**config.mk**
```make
export PLATFORM = sky130hd
export DESIGN_NAME = sfcs_top
export DESIGN_NICKNAME = d
export VERILOG_FILES = /design/src/logic/sfcs_pkg.sv /design/src/logic/sfcs_capture.sv /design/src/logic/sfcs_top.sv
export VERILOG_INCLUDE_DIRS = /design/src /design/src/logic
export SDC_FILE = /design/constraint.sdc
export NUM_CORES = 1
export LEC_CHECK = 0
export BUFFER_PORTS_ARGS = -buffer_cell sky130_fd_sc_hd__buf_2
export CAP_MARGIN = 20
export CORE_ASPECT_RATIO = 1.25
export CORE_MARGIN = 2
export CORE_UTILIZATION = 52
export DETAILED_ROUTE_END_ITERATION = 8
export PLACE_DENSITY_LB_ADDON = 0.15
export SYNTH_ARGS = -nofsm -noshare
export SYNTH_HDL_FRONTEND = slang
export SYNTH_SLANG_ARGS = --single-unit
```
**constraint.sdc**
```tcl
create_clock -name ref_clk -period 3.25 [get_ports ref_clk]
set_clock_uncertainty 0.2 [all_clocks]
set_input_delay 0.325 -clock ref_clk [delete_from_list [all_inputs] [get_ports ref_clk]]
set_output_delay 0.325 -clock ref_clk [all_outputs]
set_load 0.1 [all_outputs]
```
**src/logic/sfcs_consts.svh**
```systemverilog
// register offsets, field positions, reset values and codes of the flash capture/stats block
`ifndef SFCS_CONSTS_SVH
`define SFCS_CONSTS_SVH

// ----------------------------------------------------------------
// register byte offsets
// ----------------------------------------------------------------
`define SFCS_OFF_MODE      8'h00
`define SFCS_OFF_CAPT      8'h04
`define SFCS_OFF_STATUS    8'h08
`define SFCS_OFF_AUX       8'h0c
`define SFCS_OFF_HIT       8'h10
`define SFCS_OFF_MISS      8'h14
`define SFCS_OFF_SHIFT     8'h18
`define SFCS_OFF_TARGET    8'h1c
`define SFCS_OFF_IRQ_MASK  8'h30

// ----------------------------------------------------------------
// field positions
// ----------------------------------------------------------------
`define SFCS_POS_CMD_LO    0
`define SFCS_POS_CMD_HI    3
`define SFCS_POS_POL       14
`define SFCS_POS_PHA       15
`define SFCS_POS_CAPT      4
`define SFCS_POS_EXIT      0
`define SFCS_POS_HIT_EN    0
`define SFCS_POS_MISS_EN   1
`define SFCS_POS_MATCH_EN  2
`define SFCS_POS_OFS_EN    3

// ----------------------------------------------------------------
// reset values and codes
// ----------------------------------------------------------------
`define SFCS_RST_CMD       4'h5
`define SFCS_RST_POL       1'b0
`define SFCS_RST_PHA       1'b0
`define SFCS_RST_CAPT      1'b1
`define SFCS_RST_WORD      32'h0000_0000
`define SFCS_CMD_EXIT_A    4'hc
`define SFCS_CMD_EXIT_B    4'hd
`define SFCS_RESP_OKAY     2'h0
`define SFCS_RESP_SLVERR   2'h2

`endif

```
**src/logic/sfcs_pkg.sv**
```systemverilog
// shared types of the flash capture/stats block
package sfcs_pkg;

  // serial link configuration seen by the capture logic
  typedef struct packed {
    logic pol;
    logic pha;
    logic capt_edge;
  } sfcs_link_cfg_t;

  // one cache lookup reported by the cache
  typedef struct packed {
    logic        valid;
    logic        hit;
    logic [31:0] addr;
  } sfcs_lookup_t;

  // one flash access address to be shifted
  typedef struct packed {
    logic        valid;
    logic [31:0] addr;
  } sfcs_access_t;

endpackage

```
**src/logic/sfcs_capture.sv**
```systemverilog
// serial clock edge finder and read data capture
module sfcs_capture (
  input  wire logic                    ref_clk,
  input  wire logic                    arst_n,
  input  wire logic                    clk_en,
  input  wire sfcs_pkg::sfcs_link_cfg_t cfg,
  input  wire logic                    sclk_raw,
  input  wire logic                    sdi_raw,
  output logic                         cap_pulse,
  output logic                         cap_bit_ff
);
  import sfcs_pkg::*;

  logic sclk_s1_ff;
  logic sclk_s2_ff;
  logic sclk_s3_ff;
  logic sdi_s1_ff;
  logic sdi_s2_ff;
  logic rise;
  logic fall;
  logic use_rise;

  // ----------------------------------------------------------------
  // synchronisers
  // ----------------------------------------------------------------
  // first stage feeds only the second; edges are judged on stages 2/3
  always_ff @(posedge ref_clk or negedge arst_n) begin
    if (!arst_n) begin
      sclk_s1_ff <= 1'b0;
      sclk_s2_ff <= 1'b0;
      sclk_s3_ff <= 1'b0;
      sdi_s1_ff  <= 1'b0;
      sdi_s2_ff  <= 1'b0;
    end else if (clk_en) begin
      sclk_s1_ff <= sclk_raw;
      sclk_s2_ff <= sclk_s1_ff;
      sclk_s3_ff <= sclk_s2_ff;
      sdi_s1_ff  <= sdi_raw;
      sdi_s2_ff  <= sdi_s1_ff;
    end
  end

  // ----------------------------------------------------------------
  // edge choice
  // ----------------------------------------------------------------
  // select 0: rising when polarity equals phase; select 1 with phase 0
  // moves to the opposite edge for extra time; phase 1 keeps select-0 edges
  assign rise     = sclk_s2_ff & ~sclk_s3_ff;
  assign fall     = ~sclk_s2_ff & sclk_s3_ff;
  assign use_rise = (cfg.pol ~^ cfg.pha) ^ (cfg.capt_edge & ~cfg.pha);
  assign cap_pulse = clk_en & (use_rise ? rise : fall);

  // data travels the same two stages as the clock, so it is aligned
  always_ff @(posedge ref_clk or negedge arst_n) begin
    if (!arst_n) begin
      cap_bit_ff <= 1'b0;
    end else if (cap_pulse) begin
      cap_bit_ff <= sdi_s2_ff;
    end
  end

endmodule // sfcs_capture

```
**src/logic/sfcs_top.sv**
```systemverilog
// flash capture edge, exit flag, cache tallies and address shift with axi4-lite registers
`include "sfcs_consts.svh"

module sfcs_top #(
  parameter int AW = 8
) (
  input  wire logic                  ref_clk,
  input  wire logic                  arst_n,
  input  wire logic                  clk_en,
  // axi4-lite slave
  input  wire logic [AW-1:0]         s_axi_awaddr,
  input  wire logic                  s_axi_awvalid,
  output logic                       s_axi_awready,
  input  wire logic [31:0]           s_axi_wdata,
  input  wire logic [3:0]            s_axi_wstrb,
  input  wire logic                  s_axi_wvalid,
  output logic                       s_axi_wready,
  output logic [1:0]                 s_axi_bresp,
  output logic                       s_axi_bvalid,
  input  wire logic                  s_axi_bready,
  input  wire logic [AW-1:0]         s_axi_araddr,
  input  wire logic                  s_axi_arvalid,
  output logic                       s_axi_arready,
  output logic [31:0]                s_axi_rdata,
  output logic [1:0]                 s_axi_rresp,
  output logic                       s_axi_rvalid,
  input  wire logic                  s_axi_rready,
  // serial link
  input  wire logic                  sclk_in,
  input  wire logic                  sdi_in,
  output logic                       sclk_idle_lvl_ff,
  output logic                       cap_pulse,
  output logic                       cap_bit_ff,
  // transfer engine and cache
  input  wire logic                  xfer_done,
  input  wire sfcs_pkg::sfcs_lookup_t lookup,
  input  wire sfcs_pkg::sfcs_access_t access,
  output logic [3:0]                 cmd_type_ff,
  output logic                       flash_addr_vld_ff,
  output logic [31:0]                flash_addr_ff,
  output logic                       irq
);
  import sfcs_pkg::*;

  // ----------------------------------------------------------------
  // declarations
  // ----------------------------------------------------------------
  logic [AW-1:0]   aw_addr_ff;
  logic            aw_held_ff;
  logic [31:0]     w_data_ff;
  logic [3:0]      w_strb_ff;
  logic            w_held_ff;
  logic            bvalid_ff;
  logic [1:0]      bresp_ff;
  logic            rvalid_ff;
  logic [1:0]      rresp_ff;
  logic [31:0]     rdata_ff;
  logic            do_wr;
  logic            wr_hit_mapped;
  logic            rd_take;
  logic [31:0]     rd_word;
  logic            rd_mapped;
  logic            pol_ff;
  logic            pha_ff;
  logic            capt_ff;
  logic            exit_ff;
  logic            irq_mask_ff;
  logic            ofs_en_ff;
  logic            match_en_ff;
  logic            miss_en_ff;
  logic            hit_en_ff;
  logic [31:0]     shift_ff;
  logic [31:0]     target_ff;
  logic [31:0]     tally_ff [2];
  logic [1:0]      tally_inc;
  logic [1:0]      tally_clr;
  logic            exit_set;
  sfcs_link_cfg_t  link_cfg;

  // merge a write word into a register under the byte strobes
  function automatic logic [31:0] merge(input logic [31:0] old, input logic [31:0] wd,
                                        input logic [3:0] st);
    logic [31:0] r;
    r = old;
    for (int b = 0; b < 4; b++) begin
      if (st[b]) begin
        r[8*b +: 8] = wd[8*b +: 8];
      end
    end
    return r;
  endfunction

  // ----------------------------------------------------------------
  // axi4-lite write channel
  // ----------------------------------------------------------------
  // address and data are parked independently; the write fires once both
  // are parked and the previous response is gone, so one write at a time
  assign s_axi_awready = ~aw_held_ff & ~bvalid_ff;
  assign s_axi_wready  = ~w_held_ff & ~bvalid_ff;
  assign do_wr         = aw_held_ff & w_held_ff & ~bvalid_ff & clk_en;
  assign s_axi_bvalid  = bvalid_ff;
  assign s_axi_bresp   = bresp_ff;

  always_ff @(posedge ref_clk or negedge arst_n) begin
    if (!arst_n) begin
      aw_held_ff <= 1'b0;
      aw_addr_ff <= '0;
    end else if (clk_en) begin
      if (s_axi_awvalid && s_axi_awready) begin
        aw_held_ff <= 1'b1;
        aw_addr_ff <= s_axi_awaddr;
      end else if (do_wr) begin
        aw_held_ff <= 1'b0;
      end
    end
  end

  always_ff @(posedge ref_clk or negedge arst_n) begin
    if (!arst_n) begin
      w_held_ff <= 1'b0;
      w_data_ff <= `SFCS_RST_WORD;
      w_strb_ff <= 4'h0;
    end else if (clk_en) begin
      if (s_axi_wvalid && s_axi_wready) begin
        w_held_ff <= 1'b1;
        w_data_ff <= s_axi_wdata;
        w_strb_ff <= s_axi_wstrb;
      end else if (do_wr) begin
        w_held_ff <= 1'b0;
      end
    end
  end

  always_comb begin
    case (aw_addr_ff[7:0])
      `SFCS_OFF_MODE, `SFCS_OFF_CAPT, `SFCS_OFF_STATUS, `SFCS_OFF_AUX,
      `SFCS_OFF_HIT, `SFCS_OFF_MISS, `SFCS_OFF_SHIFT, `SFCS_OFF_TARGET,
      `SFCS_OFF_IRQ_MASK: wr_hit_mapped = ((aw_addr_ff >> 8) == '0);
      default:            wr_hit_mapped = 1'b0;
    endcase
  end

  // response: slverr for unmapped addresses, held until bready
  always_ff @(posedge ref_clk or negedge arst_n) begin
    if (!arst_n) begin
      bvalid_ff <= 1'b0;
      bresp_ff  <= `SFCS_RESP_OKAY;
    end else if (clk_en) begin
      if (do_wr) begin
        bvalid_ff <= 1'b1;
        bresp_ff  <= wr_hit_mapped ? `SFCS_RESP_OKAY : `SFCS_RESP_SLVERR;
      end else if (s_axi_bready) begin
        bvalid_ff <= 1'b0;
      end
    end
  end

  // ----------------------------------------------------------------
  // configuration registers
  // ----------------------------------------------------------------
  // reserved bits are not stored, so they read back as zero
  always_ff @(posedge ref_clk or negedge arst_n) begin
    if (!arst_n) begin
      cmd_type_ff <= `SFCS_RST_CMD;
      pol_ff      <= `SFCS_RST_POL;
      pha_ff      <= `SFCS_RST_PHA;
      capt_ff     <= `SFCS_RST_CAPT;
      ofs_en_ff   <= 1'b0;
      match_en_ff <= 1'b0;
      miss_en_ff  <= 1'b0;
      hit_en_ff   <= 1'b0;
      irq_mask_ff <= 1'b0;
    end else if (do_wr && wr_hit_mapped) begin
      case (aw_addr_ff[7:0])
        `SFCS_OFF_MODE: begin
          if (w_strb_ff[0]) cmd_type_ff <= w_data_ff[`SFCS_POS_CMD_HI:`SFCS_POS_CMD_LO];
          if (w_strb_ff[1]) pol_ff <= w_data_ff[`SFCS_POS_POL];
          if (w_strb_ff[1]) pha_ff <= w_data_ff[`SFCS_POS_PHA];
        end
        `SFCS_OFF_CAPT: begin
          if (w_strb_ff[0]) capt_ff <= w_data_ff[`SFCS_POS_CAPT];
        end
        `SFCS_OFF_AUX: begin
          if (w_strb_ff[0]) begin
            ofs_en_ff   <= w_data_ff[`SFCS_POS_OFS_EN];
            match_en_ff <= w_data_ff[`SFCS_POS_MATCH_EN];
            miss_en_ff  <= w_data_ff[`SFCS_POS_MISS_EN];
            hit_en_ff   <= w_data_ff[`SFCS_POS_HIT_EN];
          end
        end
        `SFCS_OFF_IRQ_MASK: begin
          if (w_strb_ff[0]) irq_mask_ff <= w_data_ff[`SFCS_POS_EXIT];
        end
        default: begin
        end
      endcase
    end
  end

  // full-word registers take byte strobes
  always_ff @(posedge ref_clk or negedge arst_n) begin
    if (!arst_n) begin
      shift_ff  <= `SFCS_RST_WORD;
      target_ff <= `SFCS_RST_WORD;
    end else if (do_wr && wr_hit_mapped) begin
      if (aw_addr_ff[7:0] == `SFCS_OFF_SHIFT) shift_ff <= merge(shift_ff, w_data_ff, w_strb_ff);
      if (aw_addr_ff[7:0] == `SFCS_OFF_TARGET) target_ff <= merge(target_ff, w_data_ff, w_strb_ff);
    end
  end

  // ----------------------------------------------------------------
  // exit flag and interrupt
  // ----------------------------------------------------------------
  // a finish in the clearing cycle is kept: the set beats the clear
  assign exit_set = xfer_done & ((cmd_type_ff == `SFCS_CMD_EXIT_A) |
                                 (cmd_type_ff == `SFCS_CMD_EXIT_B));

  always_ff @(posedge ref_clk or negedge arst_n) begin
    if (!arst_n) begin
      exit_ff <= 1'b0;
    end else if (clk_en) begin
      if (exit_set) begin
        exit_ff <= 1'b1;
      end else if (do_wr && aw_addr_ff[7:0] == `SFCS_OFF_STATUS && wr_hit_mapped &&
                   w_strb_ff[0] && w_data_ff[`SFCS_POS_EXIT]) begin
        exit_ff <= 1'b0;
      end
    end
  end

  // level output, dropped by clearing the status bit or the irq mask bit
  assign irq = exit_ff & irq_mask_ff;

  // ----------------------------------------------------------------
  // hit and miss tallies
  // ----------------------------------------------------------------
  assign tally_inc[0] = lookup.valid & lookup.hit & hit_en_ff;
  assign tally_inc[1] = lookup.valid & ~lookup.hit & miss_en_ff &
                        (~match_en_ff | (lookup.addr == target_ff));
  assign tally_clr[0] = do_wr & wr_hit_mapped & (aw_addr_ff[7:0] == `SFCS_OFF_HIT);
  assign tally_clr[1] = do_wr & wr_hit_mapped & (aw_addr_ff[7:0] == `SFCS_OFF_MISS);

  // wrap is natural 32-bit overflow; a clear overrides a same-cycle step
  for (genvar i = 0; i < 2; i++) begin : g_tally
    always_ff @(posedge ref_clk or negedge arst_n) begin
      if (!arst_n) begin
        tally_ff[i] <= `SFCS_RST_WORD;
      end else if (clk_en) begin
        if (tally_clr[i]) begin
          tally_ff[i] <= `SFCS_RST_WORD;
        end else if (tally_inc[i]) begin
          tally_ff[i] <= tally_ff[i] + 32'h0000_0001;
        end
      end
    end
  end

  // ----------------------------------------------------------------
  // address shift
  // ----------------------------------------------------------------
  always_ff @(posedge ref_clk or negedge arst_n) begin
    if (!arst_n) begin
      flash_addr_vld_ff <= 1'b0;
      flash_addr_ff     <= `SFCS_RST_WORD;
    end else if (clk_en) begin
      flash_addr_vld_ff <= access.valid;
      if (access.valid) begin
        flash_addr_ff <= access.addr + (ofs_en_ff ? shift_ff : `SFCS_RST_WORD);
      end
    end
  end

  // ----------------------------------------------------------------
  // serial link capture
  // ----------------------------------------------------------------
  assign link_cfg.pol       = pol_ff;
  assign link_cfg.pha       = pha_ff;
  assign link_cfg.capt_edge = capt_ff;

  // idle level follows polarity; the clock generator outside drives the pin
  always_ff @(posedge ref_clk or negedge arst_n) begin
    if (!arst_n) begin
      sclk_idle_lvl_ff <= `SFCS_RST_POL;
    end else if (clk_en) begin
      sclk_idle_lvl_ff <= pol_ff;
    end
  end

  sfcs_capture u_capture (
    .ref_clk    (ref_clk),
    .arst_n     (arst_n),
    .clk_en     (clk_en),
    .cfg        (link_cfg),
    .sclk_raw   (sclk_in),
    .sdi_raw    (sdi_in),
    .cap_pulse  (cap_pulse),
    .cap_bit_ff (cap_bit_ff)
  );

  // ----------------------------------------------------------------
  // axi4-lite read channel
  // ----------------------------------------------------------------
  // reads have no side effects; reserved bits return zero
  assign s_axi_arready = ~rvalid_ff;
  assign rd_take       = s_axi_arvalid & s_axi_arready & clk_en;
  assign s_axi_rvalid  = rvalid_ff;
  assign s_axi_rdata   = rdata_ff;
  assign s_axi_rresp   = rresp_ff;

  always_comb begin
    rd_word   = `SFCS_RST_WORD;
    rd_mapped = ((s_axi_araddr >> 8) == '0);
    case (s_axi_araddr[7:0])
      `SFCS_OFF_MODE: begin
        rd_word[`SFCS_POS_CMD_HI:`SFCS_POS_CMD_LO] = cmd_type_ff;
        rd_word[`SFCS_POS_POL] = pol_ff;
        rd_word[`SFCS_POS_PHA] = pha_ff;
      end
      `SFCS_OFF_CAPT:     rd_word[`SFCS_POS_CAPT] = capt_ff;
      `SFCS_OFF_STATUS:   rd_word[`SFCS_POS_EXIT] = exit_ff;
      `SFCS_OFF_AUX: begin
        rd_word[`SFCS_POS_OFS_EN]   = ofs_en_ff;
        rd_word[`SFCS_POS_MATCH_EN] = match_en_ff;
        rd_word[`SFCS_POS_MISS_EN]  = miss_en_ff;
        rd_word[`SFCS_POS_HIT_EN]   = hit_en_ff;
      end
      `SFCS_OFF_HIT:      rd_word = tally_ff[0];
      `SFCS_OFF_MISS:     rd_word = tally_ff[1];
      `SFCS_OFF_SHIFT:    rd_word = shift_ff;
      `SFCS_OFF_TARGET:   rd_word = target_ff;
      `SFCS_OFF_IRQ_MASK: rd_word[`SFCS_POS_EXIT] = irq_mask_ff;
      default:            rd_mapped = 1'b0;
    endcase
  end

  always_ff @(posedge ref_clk or negedge arst_n) begin
    if (!arst_n) begin
      rvalid_ff <= 1'b0;
      rdata_ff  <= `SFCS_RST_WORD;
      rresp_ff  <= `SFCS_RESP_OKAY;
    end else if (clk_en) begin
      if (rd_take) begin
        rvalid_ff <= 1'b1;
        rdata_ff  <= rd_mapped ? rd_word : `SFCS_RST_WORD;
        rresp_ff  <= rd_mapped ? `SFCS_RESP_OKAY : `SFCS_RESP_SLVERR;
      end else if (s_axi_rready) begin
        rvalid_ff <= 1'b0;
      end
    end
  end

endmodule // sfcs_top

```
==> impl_metrics.yaml <==
status:
  outcome: "finished clean"
synthesis:
  synth_area_leaders: "dfrtp_1 (46%), mux2_2 (10%), nand2_1 (3.2%), o21ai_1 (3.2%), o21ai_0 (3.1%)"
  synthMostInstantiatedCell: "dfrtp_1"
  synth_cells: 1389
  synth_cell_type_count: 69
  post_synth.cell_area_avg_sq_um: 10.12
  netlist_area_before_placement_sq_um: 14050
  ys.warnings.count: 0
  postSynthRegisterBits: 263
  synth.largest_area_cell: "dfrtp_1"
  synthFlopType: "dfrtp_1"
  synth-seq-area-share_pct: 46.86
  synthArstFlopShare_pct: 100.0
  synth-edff-count: 0
  area_share_of_the_largest_cell_type_after_synthesis_pct: 46.30
  synth_common_cells: "dfrtp_1 (260), mux2_2 (130), nand2_1 (120)"
sta:
  slew_headroom_pct: 58.27
  fin_worst_hold_slack_ns: 0.01388
  max_freq_mhz: 319.8
  layout_min_cycle_time_ns: 3.127
  setup_tns_ns: 0
  worst_pin_slew_ns: 0.6212
  timing.final.setup_violations: 0
  final.period_utilization_pct: 96.21
  hold_viol: 0
  report.final.slew_viol_count: 0
route:
  avgViaCountPerCell: 6.003
  firstDrtPassIters: 6
  avgRoutedWirePerCell_um: 20.24
  detailedRoute.firstIterationViolations: 919
  antenna_left: 0
  detail_route.wirelength_um: 40900
  drt_drc_violations_left: 0
  via_count: 12132
worst_setup_path:
  cpMaxStageDelayCell: "fa_1"
  worst-path-max-fanout: 3
  critical_path.max_stage_delay_ns: 0.42
  timing.critical_path.cells: "and2_1, ha_1, fa_1, a211oi_2, o21ai_1, a21oi_1, o21ai_1, a211oi_2, o31ai_1, xor2_1, mux2_2"
  arrival_ns: 3.36
  endpoint_type_of_the_worst_setup_path: "register"
  critical_path.n_buffers_inverters: 0
  ws_path_type: "register to register"
  critical_path_required_ns: 3.48
  cpLargestDelayFamily: "compound AO/OA/AOI/OAI gates"
  startpoint_type: "register"
clock_tree:
  cts-buffers-inserted: 27
  clk_pin_slew_ns: 0.06
  cts_tree: "built"
  tritoncts_num_sinks: 263
  cts_max_path_buffers: 3
  htree_num_levels: 1
  root_buffer_cell: "clkbuf_16"
  worst_skew_pair.late_latency_ns: 0.54
floorplanning:
  fp-row-count: 67
  ioPinCount: 212
  floorplan.core_area_sq_um: 26740
  die_width_um: 151.0
  overall_die_area_sq_um: 28370
  floorplan.initialDensity_pct: 52.55
  die_height_um: 187.8
grt:
  first_pass_grt_wire_length_um: 63460
  grt_pass1_vias: 11715
  grt_peak_use_layer: "met2"
  maximum_number_of_pins_on_one_net_before_global_route_repair: 74
  met2_usage_pct: 46.96
  track_usage_pct: 28.60
  met3_resource_use_gr_pct: 3.577
  initial_antenna_violation_count: 0
  globalRoute.totalOverflow: 0
  global_route.usage.met1_pct: 39.31
cells_and_area:
  layout-area-overhead-vs-synth_pct: 21.76
  layout.filler_cells: 2169
  antenna_cells: 0
  nNetsFinal: 1820
  post_route_cells_drive_above_1_share_pct: 27.03
placed_design:
  dp_hpwl_um: 29240
  global_placer_s_final_weighted_congestion: 0.9166
  numPortBuffers: 209
pwr:
  ratio_of_total_power_to_cell_area_nw_per_um2: 536.8
  max-vdd-ir-drop_v: 0.0005974
  power.leakage_nw: 7.977
min_path:
  hold_path.class: "input pin to register"
flow_run:
  max_cap_violations: 0
## registers in the layout, indices dropped and copies added, names as in the netlist, 4 cells and up
register and cells:
aw_addr_ff 8, w_strb_ff 4, cmd_type_ff 4, s_axi_rdata 32
flash_addr_ff 32, w_data_ff 32, target_ff 32, tally_ff 64
shift_ff 32
## path summary, 6_finish.rpt
check	startpoint	end	cells after the start	slack, ns
setup / recovery	shift_ff[0]$_DFFE_PN0P_	flash_addr_ff[30]$_DFFE_PN0P_	11	0.12
hold / removal	access[1]	flash_addr_ff[1]$_DFFE_PN0P_	3	0.01
setup reg to reg	shift_ff[0]$_DFFE_PN0P_	flash_addr_ff[30]$_DFFE_PN0P_	11	0.12
hold reg to reg	tally_ff[63]$_DFFE_PN0P_	tally_ff[63]$_DFFE_PN0P_	1	0.27
max in group asynchronous	arst_n	flash_addr_ff[4]$_DFFE_PN0P_	3	1.89
min in group asynchronous	arst_n	flash_addr_ff[1]$_DFFE_PN0P_	2	0.13
## timing repair
item | in CTS | in global routing
hold buffers | 55 | 0
pin swaps | 0 | 3
setup buffers | 0 | 2
gates resized for setup | 1 | 7
hold endpoints to repair | 122 | 0
setup endpoints to repair | 1 | 10
## layout make-up
class	count	area, sq um	area share, %
Clock inverter	10	75.07	0.4387
Clock buffer	39	800.8	4.680
Tap cell	345	431.7	2.523
Timing Repair Buffer	304	1968	11.50
Sequential cell	263	6585	38.48
Multi-Input combinational cell	1047	7202	42.09
Inverter	13	48.80	0.2852
## kinds of logic after synthesis
kind of cell / count (synthesis) / share of synthesized area (%)
AOI/OAI and AO/OA: 360 / 15.57
xor gates and xnor gates: 66 / 4.113
adders and majority gates: 34 / 3.081
buffers and inverters: 80 / 2.377
DFF: 263 / 46.86
muxes: 163 / 12.77
other: 1 / 0.02668
and+or+nand+nor: 422 / 15.21
## per-layer routing
metal  vias up  share of wire, %  wire length [um]
li1       5605                 -                 -
met1      5917                42             17050
met2       523                48             19430
met3        87               7.3              2986
met4         0               3.5              1428
met5         -                 0                 0
## tightest hold or removal path, delay by kind of cell
kind	cells	cell delay, ns
adder cells (fa/ha/maj)	1	0.15
multiplexers	1	0.14
buffers and inverters	1	0.10
## placed cells by master, fill, tap and decap left out, types with 4 or more instances in the layout
master	count
a211oi_1	8
a21o_1	17
a21oi_1	51
a221oi_1	26
a22o_1	7
a31oi_1	20
a41oi_1	5
and2_1	50
and3_1	29
and4_1	6
buf_12	4
buf_2	208
buf_4	34
clkbuf_1	4
clkbuf_16	27
clkbuf_8	8
clkinv_2	9
dfrtp_1	260
dlygate4sd3_1	55
ha_1	33
inv_1	12
mux2_2	130
mux2i_1	33
nand2_1	120
nand2b_1	5
nand3_1	39
nand4_1	36
nor2_1	96
nor2b_1	4
nor3_1	6
nor3_2	4
o211ai_1	4
o21ai_0	88
o21ai_1	90
o21bai_1	7
o31ai_1	9
xnor2_1	46
xor2_1	20
## metrics by stage
| stage | setup slack [ns] | area [sq um] | power, mW | cells | util (%) |
|---|---|---|---|---|---|
| after floorplan | 0.1416 | 14060 | 5.397 | 1390 | - |
| after global placement | 0.08016 | 15610 | 6.022 | 1914 | 58.37 |
| after detailed placement | -0.02926 | 15610 | 6.055 | 1914 | 58.37 |
| after CTS | 0.01400 | 17040 | 9.197 | 2018 | 63.72 |
| after global routing | -0.03849 | 17110 | 9.503 | 2021 | 63.99 |
| final | 0.1231 | 17110 | 9.186 | 2021 | 63.99 |
## where the power goes
part	leakage [nW]	switching [mW]	internal, mW	total [mW]
clock	0.444	1.32	1.78	3.10
sequential	3.49	0.501	3.69	4.19
combinational	4.05	1.28	0.609	1.89
total	7.98	3.11	6.08	9.19
No activity file was read; power rests on OpenSTA's default activity.
